## config.mk

```make
export PLATFORM = sky130hd
export DESIGN_NAME = sync_serial_ctrl_rx_clocking
export DESIGN_NICKNAME = d
export VERILOG_FILES = /design/src/logic/sync_serial_pkg.sv /design/src/logic/sync_serial_ctrl_rx_clocking.sv
export VERILOG_INCLUDE_DIRS = /design/src /design/src/logic
export SDC_FILE = /design/constraint.sdc
export NUM_CORES = 1
export LEC_CHECK = 0
export ABC_AREA = 1
export BUFFER_PORTS_ARGS = -buffer_cell sky130_fd_sc_hd__buf_4
export CELL_PAD_IN_SITES_DETAIL_PLACEMENT = 1
export CELL_PAD_IN_SITES_GLOBAL_PLACEMENT = 2
export CORE_MARGIN = 2
export CORE_UTILIZATION = 35
export CTS_CLUSTER_DIAMETER = 30
export DETAILED_ROUTE_END_ITERATION = 16
export GPL_ROUTABILITY_DRIVEN = 0
export PLACE_DENSITY_LB_ADDON = 0.1
export SYNTH_ARGS = -nofsm -noshare
export SYNTH_HDL_FRONTEND = slang
export SYNTH_SLANG_ARGS = --single-unit
```

## constraint.sdc

```tcl
create_clock -name aclk -period 6.22 [get_ports aclk]
set_input_delay 0.622 -clock aclk [delete_from_list [all_inputs] [get_ports aclk]]
set_output_delay 0.622 -clock aclk [all_outputs]
set_load 0.005 [all_outputs]
```

## src/logic/sync_serial_regs.svh

```systemverilog
// register offsets, field slices, codes and reset values of the serial controller
`ifndef SYNC_SERIAL_REGS_SVH
`define SYNC_SERIAL_REGS_SVH
`define OFS_CMD    8'h00
`define OFS_RATE   8'h04
`define OFS_RXCLK  8'h10
`define OFS_STAT   8'h50
`define CMD_RX_ON  0
`define CMD_RX_OFF 1
`define CMD_TX_ON  8
`define CMD_TX_OFF 9
`define CMD_SOFT_RESET_CMD  15
`define RATE_RST   32'h0000_0000
`define RATE_WMASK 32'h0000_0FFF
`define RXCLK_RST  32'h0000_0000
`define RXCLK_WMASK 32'hFFFF_1FFF
`define DIV_F      11:0
`define SRC_F      1:0
`define DRV_F      4:2
`define POL_B      5
`define GATE_F     7:6
`define START_F    11:8
`define STOP_B     12
`define LAG_F      23:16
`define PER_F      31:24
`define SRC_DIV    2'h0
`define SRC_TX     2'h1
`define SRC_PIN    2'h2
`define DRV_CONT   3'h1
`define DRV_XFER   3'h2
`define GATE_NONE  2'h0
`define GATE_LOW   2'h1
`define GATE_HIGH  2'h2
`define ST_CONT    4'h0
`define ST_TX      4'h1
`define ST_LOW     4'h2
`define ST_HIGH    4'h3
`define ST_FALL    4'h4
`define ST_RISE    4'h5
`define ST_CHG     4'h6
`define ST_EDGE    4'h7
`define ST_CMP0    4'h8
`define STAT_RECEIVER_ON_CMD  0
`define STAT_TRANSMITTER_ON_CMD  1
`define STAT_BUSY  2
`define STAT_CONT  3
`endif

```

## src/logic/sync_serial_pkg.sv

```systemverilog
// shared types of the serial controller
package sync_serial_pkg;
  typedef enum logic [1:0] {
    RESP_OKAY   = 2'b00,
    RESP_SLVERR = 2'b10
  } axi_resp_t;
  typedef enum logic [2:0] {
    RX_IDLE = 3'b001,
    RX_LAG  = 3'b010,
    RX_RECV = 3'b100
  } rx_state_t;
endpackage

```

## src/logic/sync_serial_ctrl_rx_clocking.sv

```systemverilog
// control, bit-rate divider and receive clock logic of the serial controller
//
// Added by the designer: the address map and the AXI4-Lite slave port.
`timescale 1ns/1ps
`include "sync_serial_regs.svh"
module sync_serial_ctrl_rx_clocking (
  input  wire logic                    aclk,             // master clock
  input  wire logic                    aresetn,          // sync reset, low
  input  wire logic [7:0]              s_axi_awaddr,     // write address
  input  wire logic                    s_axi_awvalid,    // write address valid
  output logic                         s_axi_awready,    // write address ready
  input  wire logic [31:0]             s_axi_wdata,      // write data
  input  wire logic [3:0]              s_axi_wstrb,      // byte enables
  input  wire logic                    s_axi_wvalid,     // write data valid
  output logic                         s_axi_wready,     // write data ready
  output sync_serial_pkg::axi_resp_t   s_axi_bresp,      // write response
  output logic                         s_axi_bvalid,     // write response valid
  input  wire logic                    s_axi_bready,     // write response ready
  input  wire logic [7:0]              s_axi_araddr,     // read address
  input  wire logic                    s_axi_arvalid,    // read address valid
  output logic                         s_axi_arready,    // read address ready
  output logic [31:0]                  s_axi_rdata,      // read data
  output sync_serial_pkg::axi_resp_t   s_axi_rresp,      // read response
  output logic                         s_axi_rvalid,     // read data valid
  input  wire logic                    s_axi_rready,     // read data ready
  input  wire logic                    tx_clock_in,      // transmit clock level
  input  wire logic                    rx_clock_in,      // receive clock pin level
  output logic                         rx_clock_out,     // receive clock pin drive
  output logic                         rx_clock_oe,      // receive clock pin enable
  input  wire logic                    rx_frame_sync_in, // frame sync pin level
  input  wire logic                    tx_start_evt,     // transmitter start pulse
  input  wire logic                    tx_word_busy,     // transmitter mid-word
  input  wire logic                    cmp0_match,       // compare 0 hit pulse
  input  wire logic                    cmp1_match,       // compare 1 hit pulse
  input  wire logic                    rx_word_end,      // last bit of word taken
  output logic                         div_clock,        // divided clock
  output logic                         rx_sample_tick,   // sampling edge pulse
  output logic                         rx_fs_drive_tick, // sync drive edge pulse
  output logic                         rx_first_bit,     // first bit edge pulse
  output logic                         rx_busy,          // word in reception
  output logic                         rx_period_tick,   // period sync pulse
  output logic                         rx_enabled,       // receiver enabled
  output logic                         tx_enabled,       // transmitter enabled
  output logic                         soft_reset_pulse  // software reset pulse
);
  import sync_serial_pkg::*;

  logic        aw_hold_reg, aw_hold_next;
  logic [7:0]  aw_addr_reg, aw_addr_next;
  logic        w_hold_reg, w_hold_next;
  logic [31:0] w_data_reg, w_data_next;
  logic [3:0]  w_strb_reg, w_strb_next;
  logic        bvalid_reg, bvalid_next;
  axi_resp_t   bresp_reg, bresp_next;
  logic        rvalid_reg, rvalid_next;
  logic [31:0] rdata_reg, rdata_next;
  axi_resp_t   rresp_reg, rresp_next;
  logic [31:0] rate_reg, rate_next;
  logic [31:0] rxclk_reg, rxclk_next;
  logic        wr_do;
  logic [7:0]  wr_addr;
  logic [31:0] wmask;
  logic [31:0] cmd;
  logic        sw;
  logic        rx_en_reg, rx_en_next, rx_offp_reg, rx_offp_next;
  logic        tx_en_reg, tx_en_next, tx_offp_reg, tx_offp_next;
  logic        cont_reg, cont_next, fs_prev_reg, fs_prev_next;

  // write, response and read channels
  assign s_axi_awready = !aw_hold_reg && !bvalid_reg;
  assign s_axi_wready  = !w_hold_reg && !bvalid_reg;
  assign s_axi_arready = !rvalid_reg;
  assign s_axi_bvalid  = bvalid_reg;
  assign s_axi_bresp   = bresp_reg;
  assign s_axi_rvalid  = rvalid_reg;
  assign s_axi_rdata   = rdata_reg;
  assign s_axi_rresp   = rresp_reg;
  assign wr_do   = aw_hold_reg && w_hold_reg && !bvalid_reg;
  assign wr_addr = {aw_addr_reg[7:2], 2'b00};
  assign cmd     = (wr_do && wr_addr == `OFS_CMD) ? (w_data_reg & wmask) : 32'h0000_0000;
  assign sw      = cmd[`CMD_SOFT_RESET_CMD];

  // byte lanes to a bit mask
  for (genvar i = 0; i < 4; i++) begin : g_lane
    assign wmask[8*i +: 8] = {8{w_strb_reg[i]}};
  end

  // bus next state
  always_comb begin
    logic [7:0] ra;
    ra           = {s_axi_araddr[7:2], 2'b00};
    aw_hold_next = aw_hold_reg;
    aw_addr_next = aw_addr_reg;
    w_hold_next  = w_hold_reg;
    w_data_next  = w_data_reg;
    w_strb_next  = w_strb_reg;
    bvalid_next  = bvalid_reg;
    bresp_next   = bresp_reg;
    rvalid_next  = rvalid_reg;
    rdata_next   = rdata_reg;
    rresp_next   = rresp_reg;
    if (s_axi_awvalid && s_axi_awready) begin
      aw_hold_next = 1'b1;
      aw_addr_next = s_axi_awaddr;
    end
    if (s_axi_wvalid && s_axi_wready) begin
      w_hold_next = 1'b1;
      w_data_next = s_axi_wdata;
      w_strb_next = s_axi_wstrb;
    end
    if (wr_do) begin
      aw_hold_next = 1'b0;
      w_hold_next  = 1'b0;
      bvalid_next  = 1'b1;
      bresp_next   = (wr_addr == `OFS_CMD || wr_addr == `OFS_RATE ||
                      wr_addr == `OFS_RXCLK) ? RESP_OKAY : RESP_SLVERR;
    end else if (bvalid_reg && s_axi_bready) begin
      bvalid_next = 1'b0;
    end
    if (s_axi_arvalid && s_axi_arready) begin
      rvalid_next = 1'b1;
      rresp_next  = RESP_OKAY;
      case (ra)
        `OFS_CMD:   rdata_next = 32'h0000_0000; // write-only
        `OFS_RATE:  rdata_next = rate_reg;
        `OFS_RXCLK: rdata_next = rxclk_reg;
        `OFS_STAT:  rdata_next = {28'h000_0000, cont_reg, rx_busy, tx_en_reg, rx_en_reg};
        default: begin
          rdata_next = 32'h0000_0000;
          rresp_next = RESP_SLVERR;
        end
      endcase
    end else if (rvalid_reg && s_axi_rready) begin
      rvalid_next = 1'b0;
    end
  end

  // configuration next state, soft reset restores defaults
  always_comb begin
    rate_next  = rate_reg;
    rxclk_next = rxclk_reg;
    if (sw) begin
      rate_next  = `RATE_RST;
      rxclk_next = `RXCLK_RST;
    end else if (wr_do && wr_addr == `OFS_RATE) begin
      rate_next = (rate_reg & ~wmask) | (w_data_reg & wmask & `RATE_WMASK);
    end else if (wr_do && wr_addr == `OFS_RXCLK) begin
      rxclk_next = (rxclk_reg & ~wmask) | (w_data_reg & wmask & `RXCLK_WMASK);
    end
  end

  // bus and configuration registers
  always_ff @(posedge aclk) begin
    if (!aresetn) begin
      aw_hold_reg <= 1'b0;
      aw_addr_reg <= 8'h00;
      w_hold_reg  <= 1'b0;
      w_data_reg  <= 32'h0000_0000;
      w_strb_reg  <= 4'h0;
      bvalid_reg  <= 1'b0;
      bresp_reg   <= RESP_OKAY;
      rvalid_reg  <= 1'b0;
      rdata_reg   <= 32'h0000_0000;
      rresp_reg   <= RESP_OKAY;
      rate_reg    <= `RATE_RST;
      rxclk_reg   <= `RXCLK_RST;
    end else begin
      aw_hold_reg <= aw_hold_next;
      aw_addr_reg <= aw_addr_next;
      w_hold_reg  <= w_hold_next;
      w_data_reg  <= w_data_next;
      w_strb_reg  <= w_strb_next;
      bvalid_reg  <= bvalid_next;
      bresp_reg   <= bresp_next;
      rvalid_reg  <= rvalid_next;
      rdata_reg   <= rdata_next;
      rresp_reg   <= rresp_next;
      rate_reg    <= rate_next;
      rxclk_reg   <= rxclk_next;
    end
  end

  logic [11:0] div_n;
  logic [11:0] div_cnt_reg, div_cnt_next;
  logic        div_clk_reg, div_clk_next;
  assign div_n     = rate_reg[`DIV_F];
  assign div_clock = div_clk_reg;

  // divider: toggles every N cycles, period 2N
  always_comb begin
    div_cnt_next = 12'h000;
    div_clk_next = 1'b0;
    if (div_n != 12'h000) begin
      if (div_cnt_reg >= div_n - 12'h001) begin
        div_clk_next = !div_clk_reg;
      end else begin
        div_cnt_next = div_cnt_reg + 12'h001;
        div_clk_next = div_clk_reg;
      end
    end
  end

  always_ff @(posedge aclk) begin
    if (!aresetn) begin
      div_cnt_reg <= 12'h000;
      div_clk_reg <= 1'b0;
    end else begin
      div_cnt_reg <= div_cnt_next;
      div_clk_reg <= div_clk_next;
    end
  end

  logic sel_lvl, gate_ok, clk_lvl, samp, drv, drive_oe;
  logic clk_prev_reg, pin_out_reg, pin_oe_reg, samp_reg, drv_reg;

  // clock source, gating and pin drive choice
  always_comb begin
    case (rxclk_reg[`SRC_F])
      `SRC_DIV: sel_lvl = div_clk_reg;
      `SRC_TX:  sel_lvl = tx_clock_in;
      `SRC_PIN: sel_lvl = rx_clock_in;
      default:  sel_lvl = 1'b0;
    endcase
    case (rxclk_reg[`GATE_F])
      `GATE_NONE: gate_ok = 1'b1;
      `GATE_LOW:  gate_ok = !rx_frame_sync_in;
      `GATE_HIGH: gate_ok = rx_frame_sync_in;
      default:    gate_ok = 1'b0;
    endcase
    case (rxclk_reg[`DRV_F])
      `DRV_CONT: drive_oe = 1'b1;
      `DRV_XFER: drive_oe = rx_busy;
      default:   drive_oe = 1'b0;
    endcase
  end

  assign clk_lvl = sel_lvl && gate_ok;
  // polarity only picks the edge; the pin keeps the true level
  assign samp = rxclk_reg[`POL_B] ? (clk_lvl && !clk_prev_reg)
                                   : (!clk_lvl && clk_prev_reg);
  assign drv  = rxclk_reg[`POL_B] ? (!clk_lvl && clk_prev_reg)
                                   : (clk_lvl && !clk_prev_reg);

  always_ff @(posedge aclk) begin
    if (!aresetn) begin
      clk_prev_reg <= 1'b0;
      pin_out_reg  <= 1'b0;
      pin_oe_reg   <= 1'b0;
      samp_reg     <= 1'b0;
      drv_reg      <= 1'b0;
    end else begin
      clk_prev_reg <= clk_lvl;
      pin_out_reg  <= clk_lvl;
      pin_oe_reg   <= drive_oe;
      samp_reg     <= samp;
      drv_reg      <= drv;
    end
  end

  assign rx_clock_out     = pin_out_reg;
  assign rx_clock_oe      = pin_oe_reg;
  assign rx_sample_tick   = samp_reg;
  assign rx_fs_drive_tick = drv_reg;

  rx_state_t   state_reg, state_next;
  logic [7:0]  lag_cnt_reg, lag_cnt_next;
  logic [8:0]  per_cnt_reg, per_cnt_next;
  logic        cmp0p_reg, cmp0p_next, txp_reg, txp_next;
  logic        first_reg, first_next, per_reg, per_next, sw_reg;
  logic        hit, start_evt;
  logic [3:0]  st_code;
  logic [7:0]  lag;
  assign st_code = rxclk_reg[`START_F];
  assign lag     = rxclk_reg[`LAG_F];

  // start event decode at the sampling edge
  always_comb begin
    case (st_code)
      `ST_CONT: hit = 1'b1;
      `ST_TX:   hit = txp_reg;
      `ST_LOW:  hit = !rx_frame_sync_in;
      `ST_HIGH: hit = rx_frame_sync_in;
      `ST_FALL: hit = fs_prev_reg && !rx_frame_sync_in;
      `ST_RISE: hit = !fs_prev_reg && rx_frame_sync_in;
      `ST_CHG,
      `ST_EDGE: hit = fs_prev_reg != rx_frame_sync_in;
      `ST_CMP0: hit = cmp0p_reg;
      default:  hit = 1'b0;
    endcase
  end

  assign start_evt = samp && rx_en_reg && state_reg == RX_IDLE && (hit || cont_reg);

  // receiver, transmitter enables and reception sequence
  always_comb begin
    state_next   = state_reg;
    lag_cnt_next = lag_cnt_reg;
    rx_en_next   = rx_en_reg;
    rx_offp_next = rx_offp_reg;
    tx_en_next   = tx_en_reg;
    tx_offp_next = tx_offp_reg;
    cmp0p_next   = cmp0p_reg || cmp0_match;
    txp_next     = txp_reg || tx_start_evt;
    cont_next    = cont_reg;
    fs_prev_next = samp ? rx_frame_sync_in : fs_prev_reg;
    first_next   = 1'b0;
    per_next     = 1'b0;
    per_cnt_next = per_cnt_reg;
    if (rxclk_reg[`PER_F] == 8'h00) begin
      per_cnt_next = 9'h000;
    end else if (samp) begin
      if (per_cnt_reg >= {rxclk_reg[`PER_F], 1'b1}) begin
        per_cnt_next = 9'h000;
        per_next     = 1'b1;
      end else begin
        per_cnt_next = per_cnt_reg + 9'h001;
      end
    end
    if (cmp1_match) cont_next = 1'b0;
    case (state_reg)
      RX_IDLE: begin
        if (start_evt) begin
          if (st_code == `ST_CMP0 && !cmp0_match) cmp0p_next = 1'b0;
          if (st_code == `ST_TX && !tx_start_evt) txp_next = 1'b0;
          if (st_code == `ST_CMP0 && rxclk_reg[`STOP_B]) cont_next = 1'b1;
          if (lag == 8'h00) begin
            state_next = RX_RECV;
            first_next = 1'b1;
          end else begin
            state_next   = RX_LAG;
            lag_cnt_next = lag;
          end
        end
      end
      RX_LAG: begin
        if (!rx_en_reg) begin
          state_next = RX_IDLE;
        end else if (samp) begin
          if (lag_cnt_reg <= 8'h01) begin
            state_next = RX_RECV;
            first_next = 1'b1;
          end else begin
            lag_cnt_next = lag_cnt_reg - 8'h01;
          end
        end
      end
      RX_RECV: begin
        if (rx_word_end) begin
          state_next = RX_IDLE;
          if (rx_offp_reg) begin
            rx_en_next   = 1'b0;
            rx_offp_next = 1'b0;
          end
        end
      end
      default: state_next = RX_IDLE;
    endcase
    if (tx_offp_reg && !tx_word_busy) begin
      tx_en_next   = 1'b0;
      tx_offp_next = 1'b0;
    end
    if (cmd[`CMD_RX_OFF]) begin
      if (state_reg == RX_RECV && !rx_word_end) begin
        rx_offp_next = 1'b1;
      end else begin
        rx_en_next   = 1'b0;
        rx_offp_next = 1'b0;
      end
    end else if (cmd[`CMD_RX_ON]) begin
      rx_en_next   = 1'b1;
      rx_offp_next = 1'b0;
    end
    if (cmd[`CMD_TX_OFF]) begin
      if (tx_word_busy) begin
        tx_offp_next = 1'b1;
      end else begin
        tx_en_next   = 1'b0;
        tx_offp_next = 1'b0;
      end
    end else if (cmd[`CMD_TX_ON]) begin
      tx_en_next   = 1'b1;
      tx_offp_next = 1'b0;
    end
    if (!rx_en_next) cont_next = 1'b0;
    if (sw) begin
      state_next   = RX_IDLE;
      rx_en_next   = 1'b0;
      rx_offp_next = 1'b0;
      tx_en_next   = 1'b0;
      tx_offp_next = 1'b0;
      cmp0p_next   = 1'b0;
      txp_next     = 1'b0;
      cont_next    = 1'b0;
      first_next   = 1'b0;
      per_cnt_next = 9'h000;
    end
  end

  always_ff @(posedge aclk) begin
    if (!aresetn) begin
      state_reg   <= RX_IDLE;
      lag_cnt_reg <= 8'h00;
      per_cnt_reg <= 9'h000;
      rx_en_reg   <= 1'b0;
      rx_offp_reg <= 1'b0;
      tx_en_reg   <= 1'b0;
      tx_offp_reg <= 1'b0;
      cmp0p_reg   <= 1'b0;
      txp_reg     <= 1'b0;
      cont_reg    <= 1'b0;
      fs_prev_reg <= 1'b0;
      first_reg   <= 1'b0;
      per_reg     <= 1'b0;
      sw_reg      <= 1'b0;
    end else begin
      state_reg   <= state_next;
      lag_cnt_reg <= lag_cnt_next;
      per_cnt_reg <= per_cnt_next;
      rx_en_reg   <= rx_en_next;
      rx_offp_reg <= rx_offp_next;
      tx_en_reg   <= tx_en_next;
      tx_offp_reg <= tx_offp_next;
      cmp0p_reg   <= cmp0p_next;
      txp_reg     <= txp_next;
      cont_reg    <= cont_next;
      fs_prev_reg <= fs_prev_next;
      first_reg   <= first_next;
      per_reg     <= per_next;
      sw_reg      <= sw;
    end
  end

  assign rx_busy          = state_reg == RX_RECV;
  assign rx_first_bit     = first_reg;
  assign rx_period_tick   = per_reg;
  assign rx_enabled       = rx_en_reg;
  assign tx_enabled       = tx_en_reg;
  assign soft_reset_pulse = sw_reg;

  // helper: cycles between divided clock toggles
  logic        dprev_reg, dseen_reg;
  logic [12:0] dgap_reg;
  always_ff @(posedge aclk) begin
    if (!aresetn || div_n != rate_next[`DIV_F]) begin
      dprev_reg <= 1'b0;
      dseen_reg <= 1'b0;
      dgap_reg  <= 13'h0000;
    end else begin
      dprev_reg <= div_clk_reg;
      dseen_reg <= dseen_reg || (div_clk_reg != dprev_reg);
      dgap_reg  <= (div_clk_reg != dprev_reg) ? 13'h0001 : dgap_reg + 13'h0001;
    end
  end
endmodule // sync_serial_ctrl_rx_clocking

```

==> results by group <==
Detailed routing
  • Routed Wire Length: around 24 mm
  • Final ANT Viol Nets: 0
  • DR iter-0 viols: 345
  • Avg WL per Cell: 15.5 um
  • DR vias: 7,656
  • DRC: 0
  • DR pass1 iterations: 4
  • Via-per-instance ratio: between 4 and 5

STA
  • Final Hold Vio Count: 0
  • Slew Viols, Final: 0
  • Setup TNS: 0 ns
  • Final setup fails: 0
  • Final Cycle Share: 0.525
  • Worst slew margin: 0.224
  • RSZ-0062 raised after global routing: no
  • Clock Skew: about 0.019 ns
  • Final Critical Period: roughly 3.3 ns
  • Fmax: 306 MHz
  • Worst Slack Setup Final: 2.96 ns
  • Measured slew at the worst slew-check pin: 1.16 ns

Power
  • VDD IR max: between 0.0001 and 0.00015 V
  • Leakage: about 4.0 nW
  • Total power: 3.01 mW
  • PwrDens: about 300 nW/um2

Final layout
  • Count of nets after finishing: 1,328
  • Area grow syn2layout: 19.7%
  • Sequential Area: 3800 um2
  • Share of cells above drive strength 1: 0.144
  • Layout fillers: 2,996
  • Antenna Cells: 0
  • Non-filler cells, final: 1,565
  • Fin area: roughly 10,000 um2
  • Multi-input gate area: just under 4000 um2

Floorplan
  • I/O pins: 119
  • Chip Height: 159 um
  • Chip width: 159 um
  • Rows: 56
  • Initial Utilization: 0.358
  • DIE AREA: 25,400 um2
  • Core area: roughly 24,000 um2

Yosys
  • Post-synthesis async set-or-reset flop share: 0
  • Share of the synthesized area in the top cell type: 0.451
  • Unique masters post-synth: 45
  • Post-synth top cells: nand2_1, dfxtp_1, nor2_1
  • Mean Syn Cell Area: roughly 7.4 um2
  • Synth Warn #: 0
  • EDFF count, synth: 0
  • Synth Cell Area: 8440 um2
  • Main flop type after synthesis: dfxtp_1
  • Cell type with the largest total area after synthesis: dfxtp_1
  • Sequential share of the synthesized area: 0.451
  • #FFs+latches synth: between 150 and 200
  • Top-count cell post-synth: nand2_1
  • Post-synthesis cell count: 1,144
  • Largest cells by area after synthesis: dfxtp_1, nand2_1, a21oi_1, nor2_1, inv_1

Placed design
  • Dpl ws: 2.90 ns
  • PortBufs: 110
  • Cell Area, Placed: approximately 9500 um2
  • Dpl hpwl: about 18 mm
  • Placed instance count: 1,533

Setup path
  • Startpoint Class: flip-flop
  • Worst Setup End Kind: flip-flop
  • Crit path arrival time: about 3.6 ns
  • CP max FO: 12
  • Worst setup path endpoint: div_cnt_reg[11]$_SDFF_PP0_
  • CP Class: flip-flop to flip-flop
  • Crit Reg-Reg Endpoint: div_cnt_reg[11]$_SDFF_PP0_
  • Worst EP required: 6.57 ns
  • Setup slack, reg-to-reg: roughly 3 ns
  • Worst R2R Path Depth: 13

Clock tree
  • # Post-CTS Setup Buffers: 0
  • Post_cts resized: 0
  • Clock Root Buffer: clkbuf_16
  • CTS sink cnt: 190
  • Worst-Skew Late Latency: 0.44 ns
  • Clock tree buffer depth: 2
  • Clk slew on worst S/H paths: 0.08 ns
  • TritonCTS buffer count: 17
  • Post-CTS Hold Buffers: 0
  • CTS tree: built
  • H-tree depth: 4

Global route
  • First-pass GRT wire length: slightly below 40 mm
  • Antenna violations before repair: 0
  • Vias in the first global route: 7,599
  • Remaining global-route overflow: 0
  • Largest net degree at the start of global routing: 57
  • Total GRT Usage: 0.193

Run
  • Max-Cap Viols: 0

Run status
  • Status: complete, no violations

Worst hold path
  • Hold Path Class: input port to flip-flop
  • Hold path cells: 2
## cell type report
cell class              instances  share of cell area
multi-input cells             775               0.388
clock inverters                15              0.0185
repair buffers                115              0.0855
well taps                     319              0.0395
inverters                     134              0.0498
clock buffers                  17              0.0421
flip-flops and latches        190               0.377
## cells by family (layout without fill, tap and decap cells)
group | count (synthesis) | in the layout | synth area share
and+or+nand+nor | 467 | 467 | 0.240
AOI/OAI and AO/OA | 259 | 259 | 0.163
DFF | 190 | 190 | 0.451
buffers and inverters | 180 | 281 | 0.0851
adders and majority gates | 28 | 28 | 0.0415
xor gates and xnor gates | 19 | 19 | 0.0197
other | 1 | 2 | 0.000444
## worst max-delay path: stages, from the launching register on
cell     delay (ns)
dfxtp_1        0.30
inv_1          0.17
nand2_1        0.13
nor3_1         0.31
nand2_1        0.16
nor3_2         0.18
nand3_1        0.12
xor2_1         0.17
ha_1           0.32
a21oi_1        0.15
o21ai_0        0.09
a21oi_1        0.21
nand4_1        0.51
nor3b_1        0.34
## power breakdown
part / switching [mW] / total, mW / internal (mW)
clock: 0.548 / 1.13 / 0.582
sequential: 0.0580 / 1.34 / 1.28
combinational: 0.350 / 0.536 / 0.187
total: 0.955 / 3.01 / 2.05
## layout by cell type, fill, tap and decap left out, types with 5 or more instances in the layout
cell type	count
o21ai_0	79
nand3b_1	6
o21ai_1	16
nor2_1	156
nand4_1	11
ha_1	28
nor3_1	36
buf_4	115
inv_1	120
nor3b_1	5
dfxtp_1	190
nand2_2	5
clkbuf_16	17
xor2_1	16
inv_8	5
inv_2	12
o22ai_1	28
a21oi_1	121
nand2_1	191
nand3_1	36
## routing by layer
metal	routed length, um	share of wire	track usage	vias up
met5	0	0	0	-
met4	156	0.0064	0.0471	0
met1	12400	0.51	0.277	3585
met3	1150	0.047	0.0331	11
met2	10600	0.44	0.301	131
li1	-	-	-	3929
## worst min path at each step
stage	from	slack, ns	end
2_1_floorplan	flip-flop	0.40	rx_clock_oe$_SDFF_PN0_
3_3_place_gp	rate_reg[19]$_SDFFE_PP0P_	0.43	rate_reg[19]$_SDFFE_PP0P_
3_5_place_dp	rate_reg[30]$_SDFFE_PP0P_	0.44	rate_reg[30]$_SDFFE_PP0P_
4_1_cts	s_axi_bready	0.36	s_axi_bvalid$_SDFFE_PN0P_
5_1_grt	s_axi_bready	0.38	s_axi_bvalid$_SDFFE_PN0P_
6_report	s_axi_bready	0.38	s_axi_bvalid$_SDFFE_PN0P_
## metrics by stage
stage	hold WS [ns]	util
after CTS	0.361	0.429
final	0.383	0.429
after detailed placement	0.438	0.403
after global routing	0.381	0.429
after floorplan	0.401	-
after global placement	0.431	0.403
(Power assumes the default switching activity.)
